$ cat config.mk
export PLATFORM = sky130hd
export DESIGN_NAME = cdc_dma
export DESIGN_NICKNAME = d
export VERILOG_FILES = /design/src/hdl/cdc_pkg.sv /design/src/hdl/cdc_dma.sv /design/src/hdl/cdc_flag.sv /design/src/hdl/cdc_collect.sv
export SDC_FILE = /design/constraint.sdc
export NUM_CORES = 1
export LEC_CHECK = 0
export BUFFER_PORTS_ARGS = -buffer_cell sky130_fd_sc_hd__buf_4
export CAP_MARGIN = 20
export CORE_MARGIN = 5
export CORE_UTILIZATION = 29
export CTS_CLUSTER_SIZE = 28
export DETAILED_ROUTE_END_ITERATION = 8
export PLACE_DENSITY = 0.54
export SLEW_MARGIN = 10
export SYNTH_ARGS = -nofsm -noshare
export SYNTH_HDL_FRONTEND = slang
export SYNTH_HIERARCHICAL = 1
export SYNTH_SLANG_ARGS = --single-unit
export TNS_END_PERCENT = 50
$ cat constraint.sdc
create_clock -name ref_clk -period 2.4 [get_ports ref_clk]
set_input_delay 0.36 -clock ref_clk [delete_from_list [all_inputs] [get_ports ref_clk]]
set_output_delay 0.36 -clock ref_clk [all_outputs]
set_load 0.01 [all_outputs]
$ cat src/hdl/cdc_pkg.sv
// Package for the converter DMA configuration block: register offsets, field positions, reset values, types.
// Assumes an 8-bit processor register port with word offsets as printed.
package cdc_pkg;
  // ==========================================================================
  // Register offsets
  localparam logic [7:0] ADDR_DATA_START_HIGH = 8'hDA;
  localparam logic [7:0] ADDR_TRANSFER_CONFIG = 8'hD8;
  localparam logic [7:0] ADDR_INSTR_WORD = 8'hD9;
  localparam logic [7:0] ADDR_REPEAT_LIMIT = 8'hDB;
  localparam logic [7:0] ADDR_ENGINE_CTRL = 8'hDC;
  localparam logic [7:0] ADDR_ENGINE_STATUS = 8'hDD;
  // ==========================================================================
  // Configuration register fields
  localparam int CFG_EOP_FLAG_BIT = 0;
  localparam int CFG_EOP_IE_BIT = 1;
  localparam int CFG_OVF_FLAG_BIT = 2;
  localparam int CFG_OVF_IE_BIT = 3;
  // Instruction word fields
  localparam int INS_FIRST_BIT = 4;
  localparam int INS_SECOND_BIT = 5;
  localparam int INS_DIFF_BIT = 6;
  localparam int INS_CONT_BIT = 7;
  // Engine control fields
  localparam int CTL_START_BIT = 0;
  // ==========================================================================
  // Reset values and instruction decode constants
  localparam logic [7:0] RST_BYTE = 8'h00;
  localparam logic [7:0] RST_REPEAT_LIMIT = 8'h01;
  localparam logic [7:0] INSTR_RESV_MASK = 8'h0F;
  localparam logic [7:0] INSTR_END_OP = 8'h00;
  // ==========================================================================
  // Converter result carrier, external RAM write and engine state
  typedef struct packed {
    logic valid;
    logic [15:0] data;
  } cdc_result_t;
  typedef struct packed {
    logic valid;
    logic [15:0] addr;
    logic [15:0] data;
  } cdc_ram_wr_t;
  typedef enum logic [1:0] {
    CDC_IDLE = 2'b00,
    CDC_WAIT = 2'b01,
    CDC_DONE = 2'b10
  } cdc_state_t;
endpackage

$ cat src/hdl/cdc_dma.sv
// Converter DMA configuration and collection engine top.
// Assumes a processor register port with one-cycle strobes and read data one cycle later.
//
// The implementer's own choice: strobed register access.
`timescale 1ns/1ns
module cdc_dma (
  // Clock and reset
  input wire logic ref_clk,
  input wire logic arst_n,
  // Register port
  input wire logic [7:0] reg_addr,
  input wire logic [7:0] reg_wdata,
  input wire logic reg_wr,
  input wire logic reg_rd,
  output logic [7:0] reg_rdata,
  // Converter results
  input cdc_pkg::cdc_result_t first_res,
  input cdc_pkg::cdc_result_t second_res,
  input cdc_pkg::cdc_result_t diff_res,
  // External data RAM write
  output cdc_pkg::cdc_ram_wr_t ram_wr,
  // Interrupt requests
  output logic overflow_irq,
  output logic end_op_irq
);
  // ==========================================================================
  // Register state
  logic [7:0] data_addr_start_high_q;
  logic [7:0] instr_q;
  logic [7:0] repeat_limit_q;
  logic overflow_irq_enable_q;
  logic end_op_irq_enable_q;
  logic overflow_flag_q;
  logic end_op_flag_q;
  logic [7:0] repeat_cnt_q;
  logic [7:0] addr_low_q;
  logic [7:0] rdata_q;
  cdc_pkg::cdc_ram_wr_t ram_wr_q;
  cdc_pkg::cdc_state_t state_q;
  cdc_pkg::cdc_state_t state_d;

  // ==========================================================================
  // Address decode
  logic wr_start_high;
  logic wr_cfg;
  logic wr_instr;
  logic wr_limit;
  logic wr_ctrl;
  assign wr_start_high = reg_wr & (reg_addr == cdc_pkg::ADDR_DATA_START_HIGH);
  assign wr_cfg = reg_wr & (reg_addr == cdc_pkg::ADDR_TRANSFER_CONFIG);
  assign wr_instr = reg_wr & (reg_addr == cdc_pkg::ADDR_INSTR_WORD);
  assign wr_limit = reg_wr & (reg_addr == cdc_pkg::ADDR_REPEAT_LIMIT);
  assign wr_ctrl = reg_wr & (reg_addr == cdc_pkg::ADDR_ENGINE_CTRL);

  // Instruction fields; reserved low bits are ignored by the engine
  logic ins_first;
  logic ins_second;
  logic ins_diff;
  logic ins_cont;
  logic ins_end_op;
  assign ins_first = instr_q[cdc_pkg::INS_FIRST_BIT];
  assign ins_second = instr_q[cdc_pkg::INS_SECOND_BIT];
  assign ins_diff = instr_q[cdc_pkg::INS_DIFF_BIT];
  assign ins_cont = instr_q[cdc_pkg::INS_CONT_BIT];
  // An instruction with no collect bits and no continuous bit set marks the end of the operation
  assign ins_end_op = ((instr_q & ~cdc_pkg::INSTR_RESV_MASK) == cdc_pkg::INSTR_END_OP);

  // ==========================================================================
  // Collection selection
  logic store_valid;
  logic [15:0] store_data;
  cdc_collect u_collect (
    .first_en(ins_first),
    .second_en(ins_second),
    .diff_en(ins_diff),
    .first_res(first_res),
    .second_res(second_res),
    .diff_res(diff_res),
    .store_valid(store_valid),
    .store_data(store_data)
  );

  // ==========================================================================
  // Engine sequencing
  logic start;
  logic running;
  logic do_store;
  logic cnt_wrap;
  logic overflow_evt;
  logic end_op_evt;
  assign start = wr_ctrl & reg_wdata[cdc_pkg::CTL_START_BIT];
  assign running = (state_q == cdc_pkg::CDC_WAIT);
  assign do_store = running & store_valid;
  assign cnt_wrap = (repeat_cnt_q + 8'h01) >= repeat_limit_q;
  // Overflow only counts in non-continuous mode
  assign overflow_evt = do_store & ~ins_cont & cnt_wrap;
  assign end_op_evt = start & ins_end_op;

  // Next state
  always_comb begin
    state_d = state_q;
    unique case (state_q)
      cdc_pkg::CDC_IDLE: begin
        if (start && !ins_end_op) begin
          state_d = cdc_pkg::CDC_WAIT;
        end
      end
      cdc_pkg::CDC_WAIT: begin
        if (overflow_evt) begin
          state_d = cdc_pkg::CDC_DONE;
        end
      end
      cdc_pkg::CDC_DONE: begin
        state_d = cdc_pkg::CDC_IDLE;
      end
      default: begin
        state_d = cdc_pkg::CDC_IDLE;
      end
    endcase
  end

  // ==========================================================================
  // Sticky flags
  logic clr_ovf;
  logic clr_eop;
  assign clr_ovf = wr_cfg & ~reg_wdata[cdc_pkg::CFG_OVF_FLAG_BIT];
  assign clr_eop = wr_cfg & ~reg_wdata[cdc_pkg::CFG_EOP_FLAG_BIT];
  cdc_flag u_ovf_flag (
    .ref_clk(ref_clk),
    .arst_n(arst_n),
    .set_i(overflow_evt),
    .clr_i(clr_ovf),
    .flag_q(overflow_flag_q)
  );
  cdc_flag u_eop_flag (
    .ref_clk(ref_clk),
    .arst_n(arst_n),
    .set_i(end_op_evt),
    .clr_i(clr_eop),
    .flag_q(end_op_flag_q)
  );

  // Interrupts are gated by their enables
  assign overflow_irq = overflow_flag_q & overflow_irq_enable_q;
  assign end_op_irq = end_op_flag_q & end_op_irq_enable_q;

  // ==========================================================================
  // Software registers
  always_ff @(posedge ref_clk or negedge arst_n) begin
    if (!arst_n) begin
      data_addr_start_high_q <= cdc_pkg::RST_BYTE;
      instr_q <= cdc_pkg::RST_BYTE;
      repeat_limit_q <= cdc_pkg::RST_REPEAT_LIMIT;
      overflow_irq_enable_q <= 1'b0;
      end_op_irq_enable_q <= 1'b0;
    end else begin
      if (wr_start_high) begin
        data_addr_start_high_q <= reg_wdata;
      end
      if (wr_instr) begin
        instr_q <= reg_wdata; // Low bits kept as written; engine ignores them
      end
      if (wr_limit) begin
        repeat_limit_q <= reg_wdata;
      end
      if (wr_cfg) begin
        overflow_irq_enable_q <= reg_wdata[cdc_pkg::CFG_OVF_IE_BIT];
        end_op_irq_enable_q <= reg_wdata[cdc_pkg::CFG_EOP_IE_BIT];
      end
    end
  end

  // ==========================================================================
  // Engine state, repeat counter and RAM address
  always_ff @(posedge ref_clk or negedge arst_n) begin
    if (!arst_n) begin
      state_q <= cdc_pkg::CDC_IDLE;
      repeat_cnt_q <= cdc_pkg::RST_BYTE;
      addr_low_q <= cdc_pkg::RST_BYTE;
    end else begin
      state_q <= state_d;
      if (start) begin
        repeat_cnt_q <= cdc_pkg::RST_BYTE;
        addr_low_q <= cdc_pkg::RST_BYTE;
      end else if (do_store) begin
        repeat_cnt_q <= overflow_evt ? cdc_pkg::RST_BYTE : repeat_cnt_q + 8'h01;
        addr_low_q <= addr_low_q + 8'h01;
      end
    end
  end

  // ==========================================================================
  // External RAM write; one word per stored result
  always_ff @(posedge ref_clk or negedge arst_n) begin
    if (!arst_n) begin
      ram_wr_q <= '0;
    end else begin
      ram_wr_q.valid <= do_store;
      ram_wr_q.addr <= {data_addr_start_high_q, addr_low_q};
      ram_wr_q.data <= store_data;
    end
  end
  assign ram_wr = ram_wr_q;

  // ==========================================================================
  // Read mux; unmapped addresses read zero
  logic [7:0] cfg_rd;
  logic [7:0] rd_mux;
  assign cfg_rd = {4'h0, overflow_irq_enable_q, overflow_flag_q, end_op_irq_enable_q, end_op_flag_q};
  assign rd_mux = (reg_addr == cdc_pkg::ADDR_DATA_START_HIGH) ? data_addr_start_high_q :
                  (reg_addr == cdc_pkg::ADDR_TRANSFER_CONFIG) ? cfg_rd :
                  (reg_addr == cdc_pkg::ADDR_INSTR_WORD) ? instr_q :
                  (reg_addr == cdc_pkg::ADDR_REPEAT_LIMIT) ? repeat_limit_q :
                  (reg_addr == cdc_pkg::ADDR_ENGINE_STATUS) ? {6'h00, state_q} :
                  8'h00;
  always_ff @(posedge ref_clk or negedge arst_n) begin
    if (!arst_n) begin
      rdata_q <= cdc_pkg::RST_BYTE;
    end else begin
      rdata_q <= reg_rd ? rd_mux : 8'h00;
    end
  end
  assign reg_rdata = rdata_q;
endmodule // cdc_dma

$ cat src/hdl/cdc_flag.sv
// Sticky status flag: hardware set wins over software clear.
// Assumes one clock and an active-low asynchronous reset.
`timescale 1ns/1ns
module cdc_flag (
  // Clock and reset
  input wire logic ref_clk,
  input wire logic arst_n,
  // Set and clear
  input wire logic set_i,
  input wire logic clr_i,
  // State
  output logic flag_q
);
  // ==========================================================================
  // Flag storage
  logic flag_d;
  assign flag_d = set_i | (flag_q & ~clr_i); // Set wins, so no event is lost
  always_ff @(posedge ref_clk or negedge arst_n) begin
    if (!arst_n) begin
      flag_q <= 1'b0;
    end else begin
      flag_q <= flag_d;
    end
  end
endmodule // cdc_flag

$ cat src/hdl/cdc_collect.sv
// Collection selector: picks which converter result is stored for an instruction.
// Assumes converter results arrive as one-cycle valid pulses.
`timescale 1ns/1ns
module cdc_collect (
  // Instruction selection
  input wire logic first_en,
  input wire logic second_en,
  input wire logic diff_en,
  // Converter results
  input cdc_pkg::cdc_result_t first_res,
  input cdc_pkg::cdc_result_t second_res,
  input cdc_pkg::cdc_result_t diff_res,
  // Selected store request
  output logic store_valid,
  output logic [15:0] store_data
);
  // ==========================================================================
  // Selection; differential mode overrides first-converter storage
  logic take_diff;
  logic take_first;
  logic take_second;
  assign take_diff = diff_en & diff_res.valid;
  assign take_first = first_en & ~diff_en & first_res.valid;
  assign take_second = second_en & second_res.valid & ~take_diff & ~take_first;
  assign store_valid = take_diff | take_first | take_second;
  assign store_data = take_diff ? diff_res.data : (take_first ? first_res.data : second_res.data);
endmodule // cdc_collect

==> flow_metrics.tcl, run 1 <==
set metrics [dict create \
    grt_pass1_vias 3277 \
    vias_per_cell 4.889 \
    cts_setup_buffers 0 \
    synth_cell_types 45 \
    power.internal_mw 2.747 \
    drc 0 \
    synth_area_per_cell_um2 12.06 \
    row_count 43 \
    synth_top_family_by_area "simple AND/OR/NAND/NOR gates" \
    antennaDiodeCount 0 \
    routabilityCongestion 0.8497 \
    numCtsBuffers 9 \
    ant_nets 0 \
    worst_slew_pin_slew_ns 0.5855 \
    violations "negative setup slack" \
    timing.fmax_mhz 407.9 \
    fin_ws_ns -0.05148 \
    cts_hold_buf 0 \
    synthSimpleGateAreaFrac 0.1775 \
    drtIter0Drc 176 \
    p_clk_frac 0.468 \
    synth_compound_area_frac 0.08533 \
    power_frac_seq 0.439 \
    hold_class "in2async" \
    skew_ns 0.008015 \
    cts.path.max_buffers 2 \
    wl_per_cell_um 16.50 \
    fin_nets 538 \
    clk_latency_ns 0.35 \
    port_buffers 113 \
    cts_sinks 87 \
    grt_usage 0.1315 \
    yosysWarnings 6 \
    whs_ns 0.01899 \
    max_slew_margin 0.6097 \
    core_mm2 0.01372 \
    ys_seq_elements 87 \
    postSynthCellCount 333 \
    die_w_um 127.7 \
    period_needed_ns 2.451 \
    synthToLayoutAreaGrowth_pct 38.37 \
    synthArstFlopShare 1.000 \
    end_kind "flop" \
    period_share 1.021 \
    cp-start-kind "flop" \
    cp.required_ns 2.63 \
    vdd_drop_max_mv 0.3006 \
    rsz0062_at_grt "yes" \
    power_density_mw_per_mm2 630.9 \
    cts_tree "built" \
    hpwl_mm 7.903 \
    swShare 0.2167 \
    first_pass_iters 4 \
    nFillCells 1329 \
    multi_input_area_mm2 0.001755 \
    slew_viol_final 0 \
    grt_max_degree 46 \
    worstPathMaxFanout 10 \
    die_area_mm2 0.01631 \
    grt-ovfl-total 0 \
    fin_area_mm2 0.005559 \
    critPathKind "reg2reg" \
    drv.max_cap_violation_count 0 \
    status "finished, violations left" \
    synth_edf_count 0 \
    drive_above_1_share 0.4242 \
    cp_data_arrival_time_ns 2.68 \
    synthFlopType "dfrtp_1" \
    initial_core_util 0.2928 \
    dr_total_vias 3139 \
    placed_cell_area_mm2 0.005180 \
    final-setup-viol-count 10 \
    syn_nets 414 \
    drt-total-wl_mm 10.59 \
    die_height_um 127.7 \
    p_total_mw 3.507 \
    grt_pass1_wl_mm 16.97 \
    syn_area_mm2 0.004018 \
    grt_antenna_before_repair 0 \
    hold_viol_final 0 \
    num_io_pins 114 \
    power.switching_mw 0.7600 \
    htree_levels 3 \
    power_frac_comb 0.093 \
    muxShareOfSynthArea 0.1059 \
    cts_root_buf "clkbuf_16" \
    clk_pin_slew_ns 0.06 \
    yosysSeqAreaShare 0.5422 \
    synthAdderAreaFrac 0.03114 \
    p_leak_nw 2.820 \
    seq_area_mm2 0.002178 \
    synth_xor_area_frac 0.02834 \
]
-- kinds of logic after synthesis --
logic type,count (synthesis)
mux,36
buf+inv,28
flops,87
simple gates,117
fa+ha+maj,10
compound gates,42
xor+xnor,13
-- layout make-up --
type                    instances  share of cell area
inverters                      10            0.006752
repair buffers                131              0.1814
flip-flops and latches         87              0.3919
multi-input cells             218              0.3158
clock buffers                  10             0.04299
well taps                     180             0.04051
clock inverters                 6             0.02071
-- sequential cells by signal, indices dropped and copies added (netlist names) --
name	cells
ram_wr	33
addr_low_q	8
data_addr_start_high_q	8
instr_q	8
reg_rdata	8
repeat_cnt_q	8
repeat_limit_q	8
state_q	2
end_op_irq_enable_q	1
overflow_irq_enable_q	1
u_eop_flag/flag_q	1
u_ovf_flag/flag_q	1
-- critical path: stages, from the launching register on --
cell      delay [ns]
dfrtp_1         0.41
and3_1          0.19
and3_4          0.17
xor2_2          0.15
ha_1            0.33
nand2_2         0.07
or4_4           0.53
a211oi_4        0.26
buf_12          0.17
o21ai_1         0.06
-- cells in the final DEF, fill, tap and decap left out, drive strengths merged, types with 2 or more instances in the layout --
master	n
a211oi	3
nand3	17
inv	11
nand4	4
clkbuf	10
nor2	21
nor3	2
and2	3
a21o	2
mux2	32
o31ai	2
o21ai	7
a22oi	6
a21oi	4
and4b	17
or3	3
nand3b	2
a311o	16
buf	131
xor2	9
mux4	2
or4	2
nor4	2
mux2i	2
nand2	13
nor2b	6
bufinv	3
dfrtp	86
and3	22
xnor2	4
ha	10
-- per-stage QoR --
step / utilization / instances / TNS (ns) / setup slack (ns)
CTS: 0.4034 / 642 / -0.4080 / -0.05667
finish: 0.4052 / 642 / -0.3830 / -0.05148
floorplan: - / 333 / 0 / 0.01255
detailed placement: 0.3776 / 626 / -0.3710 / -0.08064
global placement: 0.3776 / 626 / -0.003627 / -0.002187
global route: 0.4052 / 642 / -1.458 / -0.1587
-- cells in the mapped netlist (all sizes together), types with 7 or more instances --
| master | n | area [um2] |
|---|---|---|
| a311o | 16 | 161.4 |
| nand3 | 17 | 85.08 |
| dfrtp | 86 | 2152 |
| xor2 | 9 | 78.83 |
| ha | 10 | 125.1 |
| nor2 | 21 | 78.83 |
| clkbuf | 12 | 46.29 |
| o21ai | 7 | 35.03 |
| and4b | 17 | 172.7 |
| mux2 | 32 | 360.4 |
| nand2 | 13 | 48.80 |
| inv | 10 | 37.54 |
| and3 | 22 | 137.6 |
-- worst paths after layout --
path                                           startpoint               endpoint  slack, ns  cells after the start
min in group ref_clk                         reg_wdata[5]      repeat_limit_q[5]       0.26                      2
worst max-delay path                      repeat_cnt_q[0]        repeat_cnt_q[6]      -0.05                      9
max in group asynchronous                          arst_n  overflow_irq_enable_q       1.77                      2
worst max register to register            repeat_cnt_q[0]        repeat_cnt_q[6]      -0.05                      9
worst min-delay path                               arst_n              ram_wr[6]       0.02                      1
worst min register to register  data_addr_start_high_q[3]             ram_wr[27]       0.39                      0
-- power by group through the flow --
stage	Combinational, mW	Sequential (mW)	Clock [mW]
2_1_floorplan	0.115	1.58	0
4_1_cts	0.333	1.54	1.69
3_3_place_gp	0.331	1.57	0
6_report	0.327	1.54	1.64
3_5_place_dp	0.332	1.57	0
5_1_grt	0.359	1.55	1.73
-- timing repair --
| action | in CTS | in global routing |
|---|---|---|
| gates resized for setup | 0 | 5 |
| endpoints found under the setup margin | 10 | 10 |
| pin swaps | 0 | 1 |
-- per-layer routing --
| layer | track usage | part of all wire | wire [um] |
|---|---|---|---|
| met1 | 0.1586 | 0.42 | 4465 |
| met2 | 0.2146 | 0.47 | 5015 |
| met3 | 0.04750 | 0.084 | 888 |
| met4 | 0.05243 | 0.021 | 221 |
| met5 | 0 | 0 | 0 |
(Power assumes the default switching activity.)
==> run 2: changes to the inputs <==
--- a/config.mk
+++ b/config.mk
@@ -11,7 +11,7 @@
 export CORE_UTILIZATION = 29
 export CTS_CLUSTER_SIZE = 28
 export DETAILED_ROUTE_END_ITERATION = 8
-export PLACE_DENSITY = 0.54
+export PLACE_DENSITY = 0.63
 export SLEW_MARGIN = 10
 export SYNTH_ARGS = -nofsm -noshare
 export SYNTH_HDL_FRONTEND = slang
==> constraint.sdc (replaced) <==
create_clock -name ref_clk -period 2.4 [get_ports ref_clk]
set_input_delay 0.36 -clock ref_clk [delete_from_list [all_inputs] [get_ports ref_clk]]
set_output_delay 0.36 -clock ref_clk [all_outputs]
set_load 0.1 [all_outputs]
==> flow_metrics.tcl, run 2 (synthesis results as in run 1) <==
set metrics [dict create \
    status "finished, violations left" \
    violations "negative setup slack" \
    cts_sinks 87 \
    ant_nets 0 \
    die_height_um 127.7 \
    fin_nets 543 \
    htree_levels 3 \
    fin_cells 646 \
    cts_hold_buf 0 \
    end_kind "flop" \
    hold_viol_final 0 \
    cp-start-kind "flop" \
    fin_ws_ns -0.05768 \
    p_leak_nw 2.800 \
    vdd_drop_max_mv 0.3321 \
    drt-total-wl_mm 10.67 \
    row_count 43 \
    hpwl_mm 7.875 \
    cts_tree "built" \
    clk_pin_slew_ns 0.06 \
    hold_class "in2async" \
    drtIter0Drc 208 \
    cp.required_ns 2.62 \
    first_pass_iters 4 \
    max_slew_margin 0.5666 \
    grt_pass1_wl_mm 17.05 \
    p_clk_frac 0.382 \
    synthToLayoutAreaGrowth_pct 36.53 \
    dr_total_vias 3133 \
    die_w_um 127.7 \
    grt_use_met3 0.03958 \
    cp_data_arrival_time_ns 2.68 \
    drive_above_1_share 0.4206 \
    grt_max_degree 50 \
    skew_ns 0.007213 \
    cts.path.max_buffers 2 \
    final-setup-viol-count 10 \
    grt.met1_usage 0.1741 \
    numPlacedInstances 630 \
    use_met2 0.2100 \
    routabilityCongestion 0.8828 \
    largest_register_ffs 33 \
    grt_antenna_before_repair 0 \
    fin_util 0.3998 \
    power.switching_mw 0.9068 \
    grt-ovfl-total 0 \
    critPathLaunch "repeat_cnt_q[0]" \
    power_frac_comb 0.155 \
    layout_commonest_cell "buf_4" \
    power_frac_seq 0.462 \
    clk_latency_ns 0.33 \
    critPathKind "reg2reg" \
    place_ws_ns -0.06219 \
    slew_viol_final 0 \
    initial_core_util 0.2928 \
    period_needed_ns 2.458 \
    rsz0062_at_grt "yes" \
    grt_pass1_vias 3243 \
    drc 0 \
    final_cell_mix "buf_4 (135), dfrtp_1 (86), mux2_2 (32)" \
    worst_slew_pin_slew_ns 0.6501 \
    cts_root_buf "clkbuf_16" \
    power.internal_mw 2.424 \
    swShare 0.2722 \
    grt_usage 0.1324 \
    port_buffers 113 \
    period_share 1.024 \
    vias_per_cell 4.850 \
    numCtsBuffers 9 \
    power_density_mw_per_mm2 607.3 \
    die_area_mm2 0.01631 \
    core_mm2 0.01372 \
    wl_per_cell_um 16.52 \
    reg2reg_from "repeat_cnt_q[0]" \
    timing.fmax_mhz 406.9 \
    drv.max_cap_violation_count 0 \
    grt_most_used_layer "met2" \
    antennaDiodeCount 0 \
    worstPathMaxFanout 10 \
    num_io_pins 114 \
]
[run 2: final timing paths]
path,slack [ns],cells after the start,endpoint
setup / recovery,-0.06,9,repeat_cnt_q[4]
hold / removal,0.05,1,ram_wr[8]
setup reg to reg,-0.06,9,repeat_cnt_q[4]
hold reg to reg,0.40,0,ram_wr[25]
max in group asynchronous,1.68,2,repeat_limit_q[2]
min in group ref_clk,0.27,2,ram_wr[7]
[run 2: metrics by stage]
step	TNS (ns)	area [um2]	total power, mW	hold slack (ns)
after floorplan	0	4028	1.871	0.06441
after global placement	-0.001758	5197	2.080	0.3857
after detailed placement	-0.3223	5197	2.088	0.3805
after CTS	-0.6176	5474	3.388	0.07266
after global routing	-1.640	5485	3.471	0.1084
final	-0.4313	5485	3.331	0.04969
[run 2: cell type report]
type | instances | area [um2]
multi-input combinational | 218 | 1744
timing repair buffer | 136 | 1033
tap | 180 | 225.2
clock inverter | 3 | 20.02
inverter | 10 | 37.54
fill | 1340 | 8234
sequential | 87 | 2178
clock buffer | 12 | 246.5
[run 2: power by group through the flow]
stage,Clock (mW),Sequential [mW],Combinational (mW)
3_5_place_dp,0,1.57,0.521
3_3_place_gp,0,1.57,0.514
2_1_floorplan,0,1.76,0.115
5_1_grt,1.38,1.54,0.549
4_1_cts,1.33,1.54,0.522
6_report,1.27,1.54,0.518
[run 2: critical path, stage by stage (launching register included)]
cell and delay (ns):
dfrtp_1 0.41, and3_1 0.19, and3_1 0.18, xor2_1 0.15
ha_1 0.30, nand2_1 0.07, or4_4 0.54, a211oi_4 0.26
buf_12 0.17, o31ai_1 0.06
[run 2: layer usage]
metal | share of wire | wire [um]
met1 | 0.45 | 4825
met2 | 0.45 | 4851
met3 | 0.078 | 835
met4 | 0.015 | 158
met5 | 0 | 0
[run 2: timing repair]
item	in CTS	in global routing
buffers inserted	0	1
endpoints found under the hold margin	0	0
pin swaps	0	0
gates resized for setup	2	1
setup endpoints to repair	10	10
